[src/hw/mpc_map.vh]
/*
 motor parameter code and start-case constants: code field positions,
 reset values, start states and timing figures.
 assumes a 25 mhz system clock; included by bare name from hw/.
*/
`ifndef MPC_MAP_VH
`define MPC_MAP_VH

// code layout: mantissa in the low bits, shift amount above it
`define MPC_CODE_W 7
`define MPC_MANT_LSB 0
`define MPC_MANT_MSB 3
`define MPC_EXP_LSB 4
`define MPC_EXP_MSB 6
`define MPC_VAL_W 11
`define MPC_CODE_RST 7'h00
`define MPC_CODE_MAX 7'h7f
`define MPC_VAL_MAX 11'h780
`define MPC_VAL_MIN 11'h001
`define MPC_KT_SCALE 1090
`define MPC_RM_LSB_UOHM 9670

// initial motor condition
`define MPC_INIT_NONE 2'h0
`define MPC_INIT_STILL 2'h1
`define MPC_INIT_FWD 2'h2
`define MPC_INIT_REV 2'h3

// sequencer states
`define MPC_ST_IDLE 3'h0
`define MPC_ST_CLASSIFY 3'h1
`define MPC_ST_PROBE 3'h2
`define MPC_ST_ALIGN 3'h3
`define MPC_ST_ACCEL 3'h4
`define MPC_ST_CLOSED 3'h5
`define MPC_ST_COAST 3'h6

// timing
`define MPC_CLK_MHZ 25
`define MPC_ALIGN_TIME_US 100000
`define MPC_PROBE_TIMEOUT_US 100
`define MPC_PROBE_GAP_US 40
`define MPC_SECTORS 6

`endif

[src/hw/mpc_code_decode.v]
/*
 holds one 7-bit mantissa/exponent motor parameter code and decodes it.
 assumes load_i is a one-cycle strobe synchronous to clk_i.
*/
`timescale 1ns/100ps
`include "mpc_map.vh"

module mpc_code_decode
#(
  parameter CODE_W = 7,
  parameter VAL_W = 11
)
(
  // clock and reset
  input wire clk_i,
  input wire rst_i,
  // code load
  input wire load_i,
  input wire [CODE_W-1:0] code_i,
  // decoded result
  output reg [CODE_W-1:0] code_o,
  output reg [VAL_W-1:0] value_o,
  output reg bad_o
);

  wire [3:0] mant_w;
  wire [2:0] exp_w;
  wire [VAL_W-1:0] val_d;
  wire bad_d;

  assign mant_w = code_i[`MPC_MANT_MSB:`MPC_MANT_LSB];
  assign exp_w = code_i[`MPC_EXP_MSB:`MPC_EXP_LSB];
  assign val_d = {{(VAL_W-4){1'b0}}, mant_w} << exp_w;
  assign bad_d = (exp_w != 3'h0) && !mant_w[3];

  always @(posedge clk_i)
  begin
    if (rst_i)
    begin
      code_o <= `MPC_CODE_RST;
      value_o <= {VAL_W{1'b0}};
      bad_o <= 1'b0;
    end
    else if (load_i)
    begin
      code_o <= code_i;
      value_o <= val_d;
      bad_o <= bad_d;
    end
  end

endmodule // mpc_code_decode

[src/hw/mpc_cycle_timer.v]
/*
 one-shot cycle timer: counts limit_i cycles after start_i, then pulses done_o.
 assumes limit_i is held steady while busy_o is high.
*/
`timescale 1ns/100ps

module mpc_cycle_timer
#(
  parameter CNT_W = 22
)
(
  // clock and reset
  input wire clk_i,
  input wire rst_i,
  // control
  input wire start_i,
  input wire abort_i,
  input wire [CNT_W-1:0] limit_i,
  // status
  output reg busy_o,
  output reg done_o,
  output reg [CNT_W-1:0] count_o
);

  always @(posedge clk_i)
  begin
    if (rst_i || abort_i)
    begin
      busy_o <= 1'b0;
      done_o <= 1'b0;
      count_o <= {CNT_W{1'b0}};
    end
    else if (start_i)
    begin
      busy_o <= 1'b1;
      done_o <= 1'b0;
      count_o <= {CNT_W{1'b0}};
    end
    else if (busy_o)
    begin
      count_o <= count_o + {{(CNT_W-1){1'b0}}, 1'b1};
      if (count_o + {{(CNT_W-1){1'b0}}, 1'b1} >= limit_i)
      begin
        busy_o <= 1'b0;
        done_o <= 1'b1;
      end
    end
    else
    begin
      done_o <= 1'b0;
    end
  end

endmodule // mpc_cycle_timer

[src/hw/mpc_start_case.v]
/*
 motor parameter code holder and start-case sequencer: decodes the phase
 resistance and bemf constant codes, classifies the initial motor state and
 aligns commutation by inductive probing, forced alignment or resync.
 assumes motion, direction and probe current inputs come from the analog
 front end, synchronous to clock_i.
*/
`timescale 1ns/100ps
`include "mpc_map.vh"

// Functional notes
// - hold bemf constant as 7-bit code
// - bemf value is mantissa shifted by exponent
// - code 0x7f decodes to 1920 maximum
// - code 0x01 decodes to 1 minimum
// - bemf codes follow table, 0x00 is zero
// - decode resistance code 0x00 to 0x7f
// - classify motor still, forward or reverse
// - still motor: probe or forced alignment
// - probe finds rotor by inductance variation
// - align drives chosen phase before accelerating
// - fast forward motor resyncs into closed loop
// - resistance value is mantissa shifted by exponent
module mpc_start_case
#(
  parameter ALIGN_CYCLES = `MPC_ALIGN_TIME_US * `MPC_CLK_MHZ,
  parameter PROBE_GAP_CYCLES = `MPC_PROBE_GAP_US * `MPC_CLK_MHZ,
  parameter PROBE_TIMEOUT_CYCLES = `MPC_PROBE_TIMEOUT_US * `MPC_CLK_MHZ,
  parameter TMR_W = 22
)
(
  // clock and reset
  input wire clock_i,
  input wire sys_rst_i,
  // parameter codes from configuration storage
  input wire param_load_i,
  input wire [6:0] phase_resistance_code_i,
  input wire [6:0] bemf_constant_code_i,
  // start options
  input wire start_i,
  input wire stop_i,
  input wire probe_select_i,
  input wire resync_enable_i,
  input wire [1:0] align_phase_i,
  // motion sensing
  input wire motor_moving_i,
  input wire motor_forward_i,
  input wire speed_above_resync_i,
  input wire [2:0] measured_sector_i,
  input wire probe_current_hit_i,
  input wire accel_done_i,
  // decoded parameters
  output reg [6:0] phase_resistance_code_o,
  output reg [10:0] phase_resistance_value_o,
  output reg [6:0] bemf_constant_code_o,
  output reg [10:0] bemf_digital_value_o,
  output reg param_error_o,
  // start status and drive requests
  output reg [1:0] initial_state_o,
  output reg [2:0] start_state_o,
  output reg rotor_position_probe_o,
  output reg [2:0] probe_sector_o,
  output reg align_drive_o,
  output reg [1:0] align_phase_o,
  output reg accel_o,
  output reg closed_loop_o,
  output reg [2:0] commut_sector_o
);

  localparam [TMR_W-1:0] ALIGN_LIM = ALIGN_CYCLES[TMR_W-1:0];
  localparam [TMR_W-1:0] GAP_LIM = PROBE_GAP_CYCLES[TMR_W-1:0];
  localparam [TMR_W-1:0] TIMEOUT_LIM = PROBE_TIMEOUT_CYCLES[TMR_W-1:0];
  localparam integer SECTOR_COUNT = `MPC_SECTORS;
  localparam [2:0] LAST_SECTOR = SECTOR_COUNT[2:0] - 3'h1;

  wire [6:0] rm_code_w;
  wire [10:0] rm_val_w;
  wire rm_bad_w;
  wire [6:0] kt_code_w;
  wire [10:0] kt_val_w;
  wire kt_bad_w;

  reg [2:0] state_q, state_d;
  reg [1:0] init_q, init_d;
  reg [2:0] sector_q, sector_d;
  reg [2:0] best_q, best_d;
  reg [TMR_W-1:0] best_time_q, best_time_d;
  reg pulsing_q, pulsing_d;
  reg [2:0] start_sector_q, start_sector_d;
  reg tmr_start;
  reg [TMR_W-1:0] tmr_limit;
  wire tmr_busy;
  wire tmr_done;
  wire [TMR_W-1:0] tmr_count;
  wire abort_w;

  mpc_code_decode #(.CODE_W(`MPC_CODE_W), .VAL_W(`MPC_VAL_W)) u_rm_decode
  (
    .clk_i(clock_i),
    .rst_i(sys_rst_i),
    .load_i(param_load_i),
    .code_i(phase_resistance_code_i),
    .code_o(rm_code_w),
    .value_o(rm_val_w),
    .bad_o(rm_bad_w)
  );

  mpc_code_decode #(.CODE_W(`MPC_CODE_W), .VAL_W(`MPC_VAL_W)) u_kt_decode
  (
    .clk_i(clock_i),
    .rst_i(sys_rst_i),
    .load_i(param_load_i),
    .code_i(bemf_constant_code_i),
    .code_o(kt_code_w),
    .value_o(kt_val_w),
    .bad_o(kt_bad_w)
  );

  assign abort_w = stop_i && (state_q != `MPC_ST_IDLE);

  mpc_cycle_timer #(.CNT_W(TMR_W)) u_timer
  (
    .clk_i(clock_i),
    .rst_i(sys_rst_i),
    .start_i(tmr_start),
    .abort_i(abort_w),
    .limit_i(tmr_limit),
    .busy_o(tmr_busy),
    .done_o(tmr_done),
    .count_o(tmr_count)
  );

  // sequencer next state
  always @*
  begin
    state_d = state_q;
    init_d = init_q;
    sector_d = sector_q;
    best_d = best_q;
    best_time_d = best_time_q;
    pulsing_d = pulsing_q;
    start_sector_d = start_sector_q;
    tmr_start = 1'b0;
    tmr_limit = TIMEOUT_LIM;
    if (stop_i)
    begin
      state_d = `MPC_ST_IDLE;
      init_d = `MPC_INIT_NONE;
      pulsing_d = 1'b0;
    end
    else
    begin
      case (state_q)
        `MPC_ST_IDLE:
          // start refused while either code is unusable
          if (start_i && !rm_bad_w && !kt_bad_w)
            state_d = `MPC_ST_CLASSIFY;
        `MPC_ST_CLASSIFY:
        begin
          if (!motor_moving_i)
          begin
            init_d = `MPC_INIT_STILL;
            if (probe_select_i)
            begin
              state_d = `MPC_ST_PROBE;
              sector_d = 3'h0;
              best_d = 3'h0;
              best_time_d = {TMR_W{1'b1}};
              pulsing_d = 1'b1;
              tmr_start = 1'b1;
              tmr_limit = TIMEOUT_LIM;
            end
            else
            begin
              state_d = `MPC_ST_ALIGN;
              tmr_start = 1'b1;
              tmr_limit = ALIGN_LIM;
            end
          end
          else if (motor_forward_i)
          begin
            init_d = `MPC_INIT_FWD;
            if (resync_enable_i && speed_above_resync_i)
            begin
              state_d = `MPC_ST_CLOSED;
              start_sector_d = measured_sector_i;
            end
            else
              state_d = `MPC_ST_COAST;
          end
          else
          begin
            init_d = `MPC_INIT_REV;
            state_d = `MPC_ST_COAST;
          end
        end
        // a moving motor that is not resynced coasts until it stops
        `MPC_ST_COAST:
          if (!motor_moving_i)
            state_d = `MPC_ST_CLASSIFY;
        // inductive probe, shortest current rise wins
        `MPC_ST_PROBE:
        begin
          tmr_limit = pulsing_q ? TIMEOUT_LIM : GAP_LIM;
          if (pulsing_q && (probe_current_hit_i || tmr_done))
          begin
            if (probe_current_hit_i && (tmr_count < best_time_q))
            begin
              best_time_d = tmr_count;
              best_d = sector_q;
            end
            pulsing_d = 1'b0;
            tmr_start = 1'b1;
            tmr_limit = GAP_LIM;
          end
          else if (!pulsing_q && tmr_done)
          begin
            if (sector_q == LAST_SECTOR)
            begin
              state_d = `MPC_ST_ACCEL;
              start_sector_d = best_q;
            end
            else
            begin
              sector_d = sector_q + 3'h1;
              pulsing_d = 1'b1;
              tmr_start = 1'b1;
              tmr_limit = TIMEOUT_LIM;
            end
          end
        end
        `MPC_ST_ALIGN:
        begin
          tmr_limit = ALIGN_LIM;
          if (tmr_done)
          begin
            state_d = `MPC_ST_ACCEL;
            start_sector_d = {align_phase_o, 1'b0};
          end
        end
        `MPC_ST_ACCEL:
          if (accel_done_i)
            state_d = `MPC_ST_CLOSED;
        `MPC_ST_CLOSED:
          state_d = `MPC_ST_CLOSED;
        default:
          state_d = `MPC_ST_IDLE;
      endcase
    end
  end

  always @(posedge clock_i)
  begin
    if (sys_rst_i)
    begin
      state_q <= `MPC_ST_IDLE;
      init_q <= `MPC_INIT_NONE;
      sector_q <= 3'h0;
      best_q <= 3'h0;
      best_time_q <= {TMR_W{1'b1}};
      pulsing_q <= 1'b0;
      start_sector_q <= 3'h0;
    end
    else
    begin
      state_q <= state_d;
      init_q <= init_d;
      sector_q <= sector_d;
      best_q <= best_d;
      best_time_q <= best_time_d;
      pulsing_q <= pulsing_d;
      start_sector_q <= start_sector_d;
    end
  end

  // registered outputs
  always @(posedge clock_i)
  begin
    if (sys_rst_i)
    begin
      phase_resistance_code_o <= `MPC_CODE_RST;
      phase_resistance_value_o <= 11'h000;
      bemf_constant_code_o <= `MPC_CODE_RST;
      bemf_digital_value_o <= 11'h000;
      param_error_o <= 1'b0;
      initial_state_o <= `MPC_INIT_NONE;
      start_state_o <= `MPC_ST_IDLE;
      rotor_position_probe_o <= 1'b0;
      probe_sector_o <= 3'h0;
      align_drive_o <= 1'b0;
      align_phase_o <= 2'h0;
      accel_o <= 1'b0;
      closed_loop_o <= 1'b0;
      commut_sector_o <= 3'h0;
    end
    else
    begin
      phase_resistance_code_o <= rm_code_w;
      phase_resistance_value_o <= rm_val_w;
      bemf_constant_code_o <= kt_code_w;
      bemf_digital_value_o <= kt_val_w;
      param_error_o <= rm_bad_w || kt_bad_w;
      initial_state_o <= init_d;
      start_state_o <= state_d;
      rotor_position_probe_o <= (state_d == `MPC_ST_PROBE) && pulsing_d;
      probe_sector_o <= sector_d;
      align_drive_o <= (state_d == `MPC_ST_ALIGN);
      // phase latched when alignment starts, held during it
      if (state_q != `MPC_ST_ALIGN)
        align_phase_o <= align_phase_i;
      accel_o <= (state_d == `MPC_ST_ACCEL);
      closed_loop_o <= (state_d == `MPC_ST_CLOSED);
      commut_sector_o <= start_sector_d;
    end
  end

endmodule // mpc_start_case

[config.mk]
export PLATFORM = sky130hd
export DESIGN_NAME = mpc_start_case
export DESIGN_NICKNAME = d
export VERILOG_FILES = /design/src/hw/mpc_code_decode.v /design/src/hw/mpc_cycle_timer.v /design/src/hw/mpc_start_case.v
export VERILOG_INCLUDE_DIRS = /design/src /design/src/hw
export SDC_FILE = /design/constraint.sdc
export NUM_CORES = 1
export LEC_CHECK = 0
export ABC_AREA = 1
export BUFFER_PORTS_ARGS = -buffer_cell sky130_fd_sc_hd__buf_2
export CAP_MARGIN = 0
export CORE_MARGIN = 1
export CORE_UTILIZATION = 58
export CTS_CLUSTER_DIAMETER = 120
export DETAILED_ROUTE_END_ITERATION = 12
export GPL_ROUTABILITY_DRIVEN = 1
export PLACE_DENSITY = 0.8
export SYNTH_ARGS = -nofsm -noshare
export SYNTH_HDL_FRONTEND = slang
export SYNTH_SLANG_ARGS = --single-unit
[constraint.sdc]
create_clock -name clock_i -period 2.5 [get_ports clock_i]
set_input_delay 0.125 -clock clock_i [delete_from_list [all_inputs] [get_ports clock_i]]
set_output_delay 0.125 -clock clock_i [all_outputs]
set_load 0.02 [all_outputs]
==> summary.md, run 1 <==
| Metric | Value |
|---|---|
| Synthesized area | `6710 um^2` |
| Clk buf depth | `2` |
| Port bufs | `84` |
| Pin count of the biggest net entering global routing | `52` |
| Clock power share | `49.0%` |
| Switching pwr | `1.34 mW` |
| DP Cell Count | `1137` |
| PD cells | `674 nW/um^2` |
| DRT antenna net count | `0` |
| Clock Pin Slew Worst Setup and Hold Paths | `0.06 ns` |
| Cts bufs inserted | `17` |
| Fin cells | `1177` |
| Clk sinks | `142` |
| Vias in the first global route | `5815` |
| Nets@finish | `1092` |
| Hold Crit Class | `primary input to register` |
| Final setup vio count | `0` |
| CTS tree | `yes` |
| First-pass GRT wire length | `25900 um` |
| R2R depth | `13` |
| Routed len/inst | `13.7 um` |
| Cell family with most CP delay | `simple AND/OR/NAND/NOR gates` |
| Seq/Total Area, Yosys | `42.3%` |
| Syn_nets | `986` |
| Max-Slew Margin vs Limit | `42.2%` |
| Die ar. | `12000 um^2` |
| Tightest Pin Transition | `0.867 ns` |
| DR DRC count | `0` |
| RSZ-0062 raised after global routing | `true` |
| Synth Area per Inst | `7.31 um^2` |
| H-tree depth | `4` |
| Vias per inst | `5.28` |
| Clock root buffer | `clkbuf_16` |
| Switching share of power | `24.2%` |
| Vias | `6217` |
| Gr ovfl total | `0` |
| Combinational cell fraction of total power | `7.9%` |
| Final Cycle Share | `92.7%` |
| Die W | `110 um` |
| Number of antenna violations at the first check in global routing | `0` |
| Mapped Cells | `918` |
| Setup crit end kind | `register` |
| Core footprint | `11100 um^2` |
| Final hold violations | `0` |
| Core Util, Final | `73.8%` |
| Status | `finished clean` |
| Max Cap Violations | `0` |
| Clock latency at the later pin of the worst-skew pair | `0.42 ns` |
| Starting Density | `60.6%` |
| CP Launch Type | `register` |
| Internal power | `4.18 mW` |
| Worst hold slack | `0.0309 ns` |
| Sequential share of power | `43.1%` |
| Antenna Cells | `0` |
| P&R area growth vs syn | `21.9%` |
| Critical path buffers and inverters | `0` |
| Max Slew Vio Count | `0` |
| Lkg Pwr | `4.09 nW` |
| Crit path depth | `13` |
| Peak Freq | `0.431 GHz` |
| Req. time, crit path | `2.86 ns` |
| DP Wirelength | `11000 um` |
| Total chip power | `5.51 mW` |
| Max incr delay on CP | `0.37 ns` |
| # fillers | `857` |
| Critical path type | `register to register` |
| Die height | `110 um` |
| First drt pass iteration count | `5` |
| Final Critical Period | `2.32 ns` |
| IR drop worst, VDD | `0.630 mV` |
| Post-Route WL | `16100 um` |
| Worst clock skew | `0.00951 ns` |
| Rows | `38` |
| I/O pin total | `85` |
| Layout cells sized above 1 | `18.7%` |
| Synth unique cells | `40` |
| GP Congestion | `0.954` |
| Gr usage total | `27.8%` |
| Seq cells post-synth | `142` |
| Largest fanout on the critical path | `5` |
| DR iter-0 viols | `447` |
| Crit path max-delay cell type | `dfxtp_4` |
| CP cell instances | `nand2_2, nor2_4, nand2_2, nor3_2, xor2_1, ha_1, a21oi_1, nand3_1, a21oi_1, nand3_1, a21oi_2, nand3_2, a21oi_2` |
| Warnings from Yosys | `0` |
| Hold path depth | `3` |
| Worst EP arrival | `2.68 ns` |
-- power by group through the flow --
stage / Clock (mW) / Sequential (mW) / Combinational, mW
finish: 2.70 / 2.38 / 0.437
detailed placement: 0 / 2.43 / 0.415
CTS: 2.72 / 2.38 / 0.429
global placement: 0 / 2.42 / 0.408
floorplan: 0 / 2.45 / 0.249
global route: 2.83 / 2.38 / 0.493
-- kinds of logic after synthesis --
kind of cell             count (synthesis)  synth area share (%)
buffers and inverters                  170                  9.71
multiplexers                             1                 0.149
adder cells (fa/ha/maj)                 37                  6.90
flip-flops                             142                  42.3
AO/OA/AOI/OAI                          182                  15.7
AND/OR/NAND/NOR                        376                  23.9
XOR/XNOR                                10                  1.30
-- worst register-to-register path, delay by kind of cell, from the launching register on --
family          cells  cell delay (ns)
simple gates        7             0.78
compound gates      4             0.57
fa+ha+maj           1             0.28
flops               1             0.37
xor+xnor            1             0.24
-- cell usage in the layout, fill, tap and decap left out, drive strengths merged, types with 2 or more instances in the layout --
cell	count
o211ai	25
nand3	34
a32oi	2
clkinvlp	4
a22o	2
o21bai	2
inv	140
o31ai	2
bufinv	4
o22ai	4
a21oi	61
nor3	10
nand2	180
buf	115
xor2	10
nor2	129
dfxtp	142
dlygate4sd3	7
a31oi	4
a211oi	8
clkbuf	18
nor4	2
nand4	15
ha	37
or2	5
o21ai	67
-- metal layers --
layer | GRT usage, % | up-vias | wire length (um) | part of all wire (%)
met2 | 48.1 | 191 | 7740 | 48
li1 | - | 3192 | - | -
met5 | 0 | - | 0 | 0
met4 | 10.5 | 0 | 306 | 1.9
met1 | 32.8 | 2804 | 7050 | 44
met3 | 7.77 | 30 | 978 | 6.1
-- metrics by stage --
stage                     setup TNS, ns  area, um^2  setup slack [ns]
after floorplan                       0        6710            0.0648
after global placement                0        7400             0.150
after detailed placement              0        7400            0.0835
after CTS                             0        8100            0.0603
after global routing            -0.0173        8180           -0.0173
final                                 0        8180             0.182
-- final cells by class --
cell class / count / area [um^2] / area share (%)
Clock inverter: 14 / 203 / 2.48
Sequential cell: 142 / 2860 / 34.9
Tap cell: 140 / 175 / 2.14
Multi-Input combinational cell: 606 / 3270 / 40.0
Timing Repair Buffer: 122 / 743 / 9.09
Inverter: 135 / 507 / 6.19
Clock buffer: 18 / 429 / 5.25
-- Yosys cell counts, drive strengths merged --
library cell  count  area (um^2)
o211ai           25          188
and2              1         6.26
ha               37          463
o31ai             2         15.0
nand4            15         93.8
o21bai            2         15.0
nor2            129          534
or2               5         31.3
a21boi            1         7.51
a22o              2         17.5
inv             135          507
a21o              1         7.51
nor4              2         12.5
nor3             10         50.1
xor2             10         87.6
o22ai             4         25.0
a22oi             1         7.51
o221ai            1         8.76
nand3            34          175
dfxtp           142         2840
a311oi            1         8.76
nand2           180          703
a211oi            8         60.1
a31oi             4         25.0
clkbuf           26          101
a32oi             2         17.5
mux2i             1         10.0
buf               9         43.8
o21ai            67          335
a21oi            61          313
-- state kept, by name, indices dropped and copies added, names as in the netlist, 2 cells and up --
signal,flops
best_time_q,22
best_q,3
phase_resistance_value_o,11
u_kt_decode.value_o,11
phase_resistance_code_o,7
bemf_digital_value_o,11
align_phase_o,2
u_timer.count_o,22
u_rm_decode.value_o,11
bemf_constant_code_o,7
initial_state_o,2
probe_sector_o,3
start_state_o,3
commut_sector_o,3
u_kt_decode.code_o,7
u_rm_decode.code_o,7
-- path summary, 6_finish.rpt --
check                                           startpoint                 endpoint  slack (ns)
worst max-delay path                    u_timer.count_o[1]           u_timer.busy_o        0.18
worst min-delay path            phase_resistance_code_i[6]        u_rm_decode.bad_o        0.03
worst max register to register          u_timer.count_o[1]           u_timer.busy_o        0.18
worst min register to register       u_kt_decode.code_o[4]  bemf_constant_code_o[4]        0.42
-- timing repair --
item | in CTS | in global routing
resized for setup | 0 | 27
setup endpoints to repair | 0 | 3
setup buffers | 0 | 1
hold endpoints to repair | 7 | 0
hold buffers | 7 | 0
Power figures use the tool's default switching activity.
==> run 2: changes to the inputs <==
--- a/config.mk
+++ b/config.mk
@@ -6,12 +6,12 @@
 export SDC_FILE = /design/constraint.sdc
 export NUM_CORES = 1
 export LEC_CHECK = 0
-export ABC_AREA = 1
 export BUFFER_PORTS_ARGS = -buffer_cell sky130_fd_sc_hd__buf_2
 export CAP_MARGIN = 0
 export CORE_MARGIN = 1
 export CORE_UTILIZATION = 58
 export CTS_CLUSTER_DIAMETER = 120
+export CTS_CLUSTER_SIZE = 14
 export DETAILED_ROUTE_END_ITERATION = 12
 export GPL_ROUTABILITY_DRIVEN = 1
 export PLACE_DENSITY = 0.8
==> run 2 against run 1 <==
The flow now finishes with violations (negative setup slack). Worst hold slack got worse by 0.022 ns. Non-clock buffer count rose by 40. First-iteration DRC count rose by 1.8%. Core utilization rose by 2.1 points.
==> summary.md, run 2 <==
| Metric | Value |
|---|---|
| Nets@finish | `981` |
| Post-synth top area share | `41.4%` |
| Area post-placement | `7790 um^2` |
| P&R area growth vs syn | `26.8%` |
| Die ar. | `12300 um^2` |
| Lkg Pwr | `4.24 nW` |
| DP Cell Count | `1024` |
| I/O pin total | `85` |
| Critical path buffers and inverters | `1` |
| Number of antenna violations at the first check in global routing | `0` |
| Top flop regs | `best_time_q x22, u_timer.count_o x22` |
| Worst hold slack | `0.00925 ns` |
| Tightest Pin Transition | `0.862 ns` |
| Routed len/inst | `17.3 um` |
| Cts bufs inserted | `17` |
| Die W | `111 um` |
| Gr ovfl total | `0` |
| PD cells | `618 nW/um^2` |
| First-pass GRT wire length | `28900 um` |
| Post-Route WL | `18500 um` |
| IR drop worst, VDD | `0.523 mV` |
| Vias in the first global route | `6204` |
| Req. time, crit path | `2.81 ns` |
| Max-Slew Margin vs Limit | `42.4%` |
| Clock root buffer | `clkbuf_16` |
| Fin cells | `1069` |
| Critical path type | `register to register` |
| Final Cell Area | `8710 um^2` |
| Largest area contributor in the netlist | `dfxtp_1` |
| Pin count of the biggest net entering global routing | `46` |
| First drt pass iteration count | `5` |
| Final Critical Period | `2.64 ns` |
| DRT antenna net count | `0` |
| Antenna Cells | `0` |
| Seq cells post-synth | `142` |
| Worst EP arrival | `2.95 ns` |
| Crit-path most repeated cell | `and3_1` |
| Asr flop ratio synth | `0%` |
| Max Slew Vio Count | `0` |
| EDFF count, synth | `0` |
| Final setup vio count | `2` |
| Most common cell after layout, fill and taps aside | `dfxtp_1` |
| Setup slack at placement | `-0.147 ns` |
| Starting Density | `59.9%` |
| DP Wirelength | `11800 um` |
| Port bufs | `84` |
| Clk buf depth | `2` |
| Core Util, Final | `76.0%` |
| Synth unique cells | `73` |
| Vias | `6355` |
| DR iter-0 viols | `455` |
| Max incr delay on CP | `0.38 ns` |
| Final Cycle Share | `106%` |
| Top cells by area, synth | `dfxtp_1 41%, nor2_1 6.8%, ha_1 6.7%` |
| Synth cell count leaders | `142 x dfxtp_1, 125 x nor2_1, 48 x nand2_1` |
| Peak Freq | `0.379 GHz` |
| Max Cap Violations | `0` |
| Synthesized area | `6870 um^2` |
| Final worst setup slack | `-0.139 ns` |
| Seq/Total Area, Yosys | `41.4%` |
| Status | `finished with violations` |
| CP cell instances | `nand4_4, buf_4, nor2_2, and3_1, xor2_2, ha_2, and3_1, and4_1, o21ai_0, o22ai_2, o41a_1` |
| Crit path max-delay cell type | `dfxtp_1` |
| Warnings from Yosys | `0` |
| Top-count cell post-synth | `dfxtp_1` |
| Layout cells sized above 1 | `26.5%` |
| Clock latency at the later pin of the worst-skew pair | `0.43 ns` |
| Mapped Cells | `779` |
| Total chip power | `5.39 mW` |
| Core footprint | `11500 um^2` |
| Synth Area per Inst | `8.82 um^2` |
| Final hold violations | `0` |
| H-tree depth | `4` |
| Gr usage total | `28.9%` |
| Vias per inst | `5.94` |
| CP Launch Type | `register` |
| Clock Pin Slew Worst Setup and Hold Paths | `0.06 ns` |
| Hold Crit Class | `primary input to register` |
| Sum Neg Setup Slack | `-0.203 ns` |
| GP Congestion | `0.869` |
| RSZ-0062 raised after global routing | `true` |
| DR DRC count | `0` |
| Setup crit end kind | `register` |
| Post-synth top flop | `dfxtp_1` |
| Cell family with most CP delay | `simple AND/OR/NAND/NOR gates` |
| Clk sinks | `142` |
| Largest fanout on the critical path | `8` |
| CTS tree | `yes` |
| Commonest cells after routing, fill and taps aside | `130 x dfxtp_1, 121 x nor2_1, 83 x buf_2, 71 x buf_4, 47 x nand2_1` |
| Rows | `39` |
| Die height | `111 um` |
| Syn_nets | `847` |
| Failing checks | `negative setup slack` |
| Worst clock skew | `0.0111 ns` |
## run 2: changes by cell type after synthesis, sizes merged, moves of 9 or more
| cell | delta |
|---|---|
| a21oi | -29 |
| nor2b | +40 |
| inv | -98 |
| o21ai | -43 |
| mux2i | +45 |
| nor3 | +11 |
| o2bb2ai | +9 |
| nand2 | -132 |
| xnor2 | +14 |
| o211ai | -22 |
| nand3 | -13 |
| buf | +12 |
## run 2: what timing repair did
| action | CTS | global route |
|---|---|---|
| buffers inserted | 0 | 7 |
| endpoints found under the setup margin | 27 | 20 |
| hold buffers | 4 | 0 |
| gates cloned | 1 | 1 |
| resized for setup | 9 | 32 |
| pin swaps | 3 | 14 |
| hold endpoints to repair | 4 | 0 |
## run 2: cells by family (layout without fill, tap and decap cells)
logic type	count (synthesis)	in the layout	synth area share (%)
and+or+nand+nor	307	307	22.5
buffers and inverters	86	231	5.30
xor gates and xnor gates	29	29	3.70
AOI/OAI and AO/OA	125	127	12.5
muxes	53	53	7.85
DFF	142	142	41.4
adders and majority gates	37	37	6.74
## run 2: path summary, 6_finish.rpt
path / startpoint / endpoint / slack (ns) / cells after the start
worst min register to register: u_rm_decode.code_o[1] / phase_resistance_code_o[1] / 0.46 / 1
worst max register to register: u_timer.count_o[7] / u_timer.done_o / -0.14 / 11
worst min-delay path: phase_resistance_code_i[2] / u_rm_decode.code_o[2] / 0.009 / 3
worst max-delay path: u_timer.count_o[7] / u_timer.done_o / -0.14 / 11
## run 2: worst reg2reg max path, stage by stage, from the launching register on
cell and delay (ns):
dfxtp_1 0.38, nand4_4 0.16, buf_4 0.20, nor2_2 0.14, and3_1 0.22, xor2_2 0.20, ha_2 0.30, and3_1 0.18
and4_1 0.20, o21ai_0 0.12, o22ai_2 0.12, o41a_1 0.31
## run 2: power breakdown
part / internal (mW) / total (mW) / switching, mW
clock network: 1.68 / 2.67 / 0.989
logic: 0.147 / 0.381 / 0.234
registers: 2.32 / 2.34 / 0.0237
total: 4.14 / 5.39 / 1.25
## run 2: cell type report
cell class              count  area, um^2
clock inverters            12         185
multi-input cells         553        3860
fillers                   717        2760
well taps                 143         179
flip-flops and latches    142        2860
clock buffers              20         437
inverters                  37         139
repair buffers            162        1050
## run 2: layer usage
metal,up-vias,part of all wire (%),GRT usage [%]
met2,291,49,48.2
li1,2967,-,-
met1,3016,41,34.6
met3,81,6.8,6.51
met5,-,0,0
met4,0,3.6,15.4
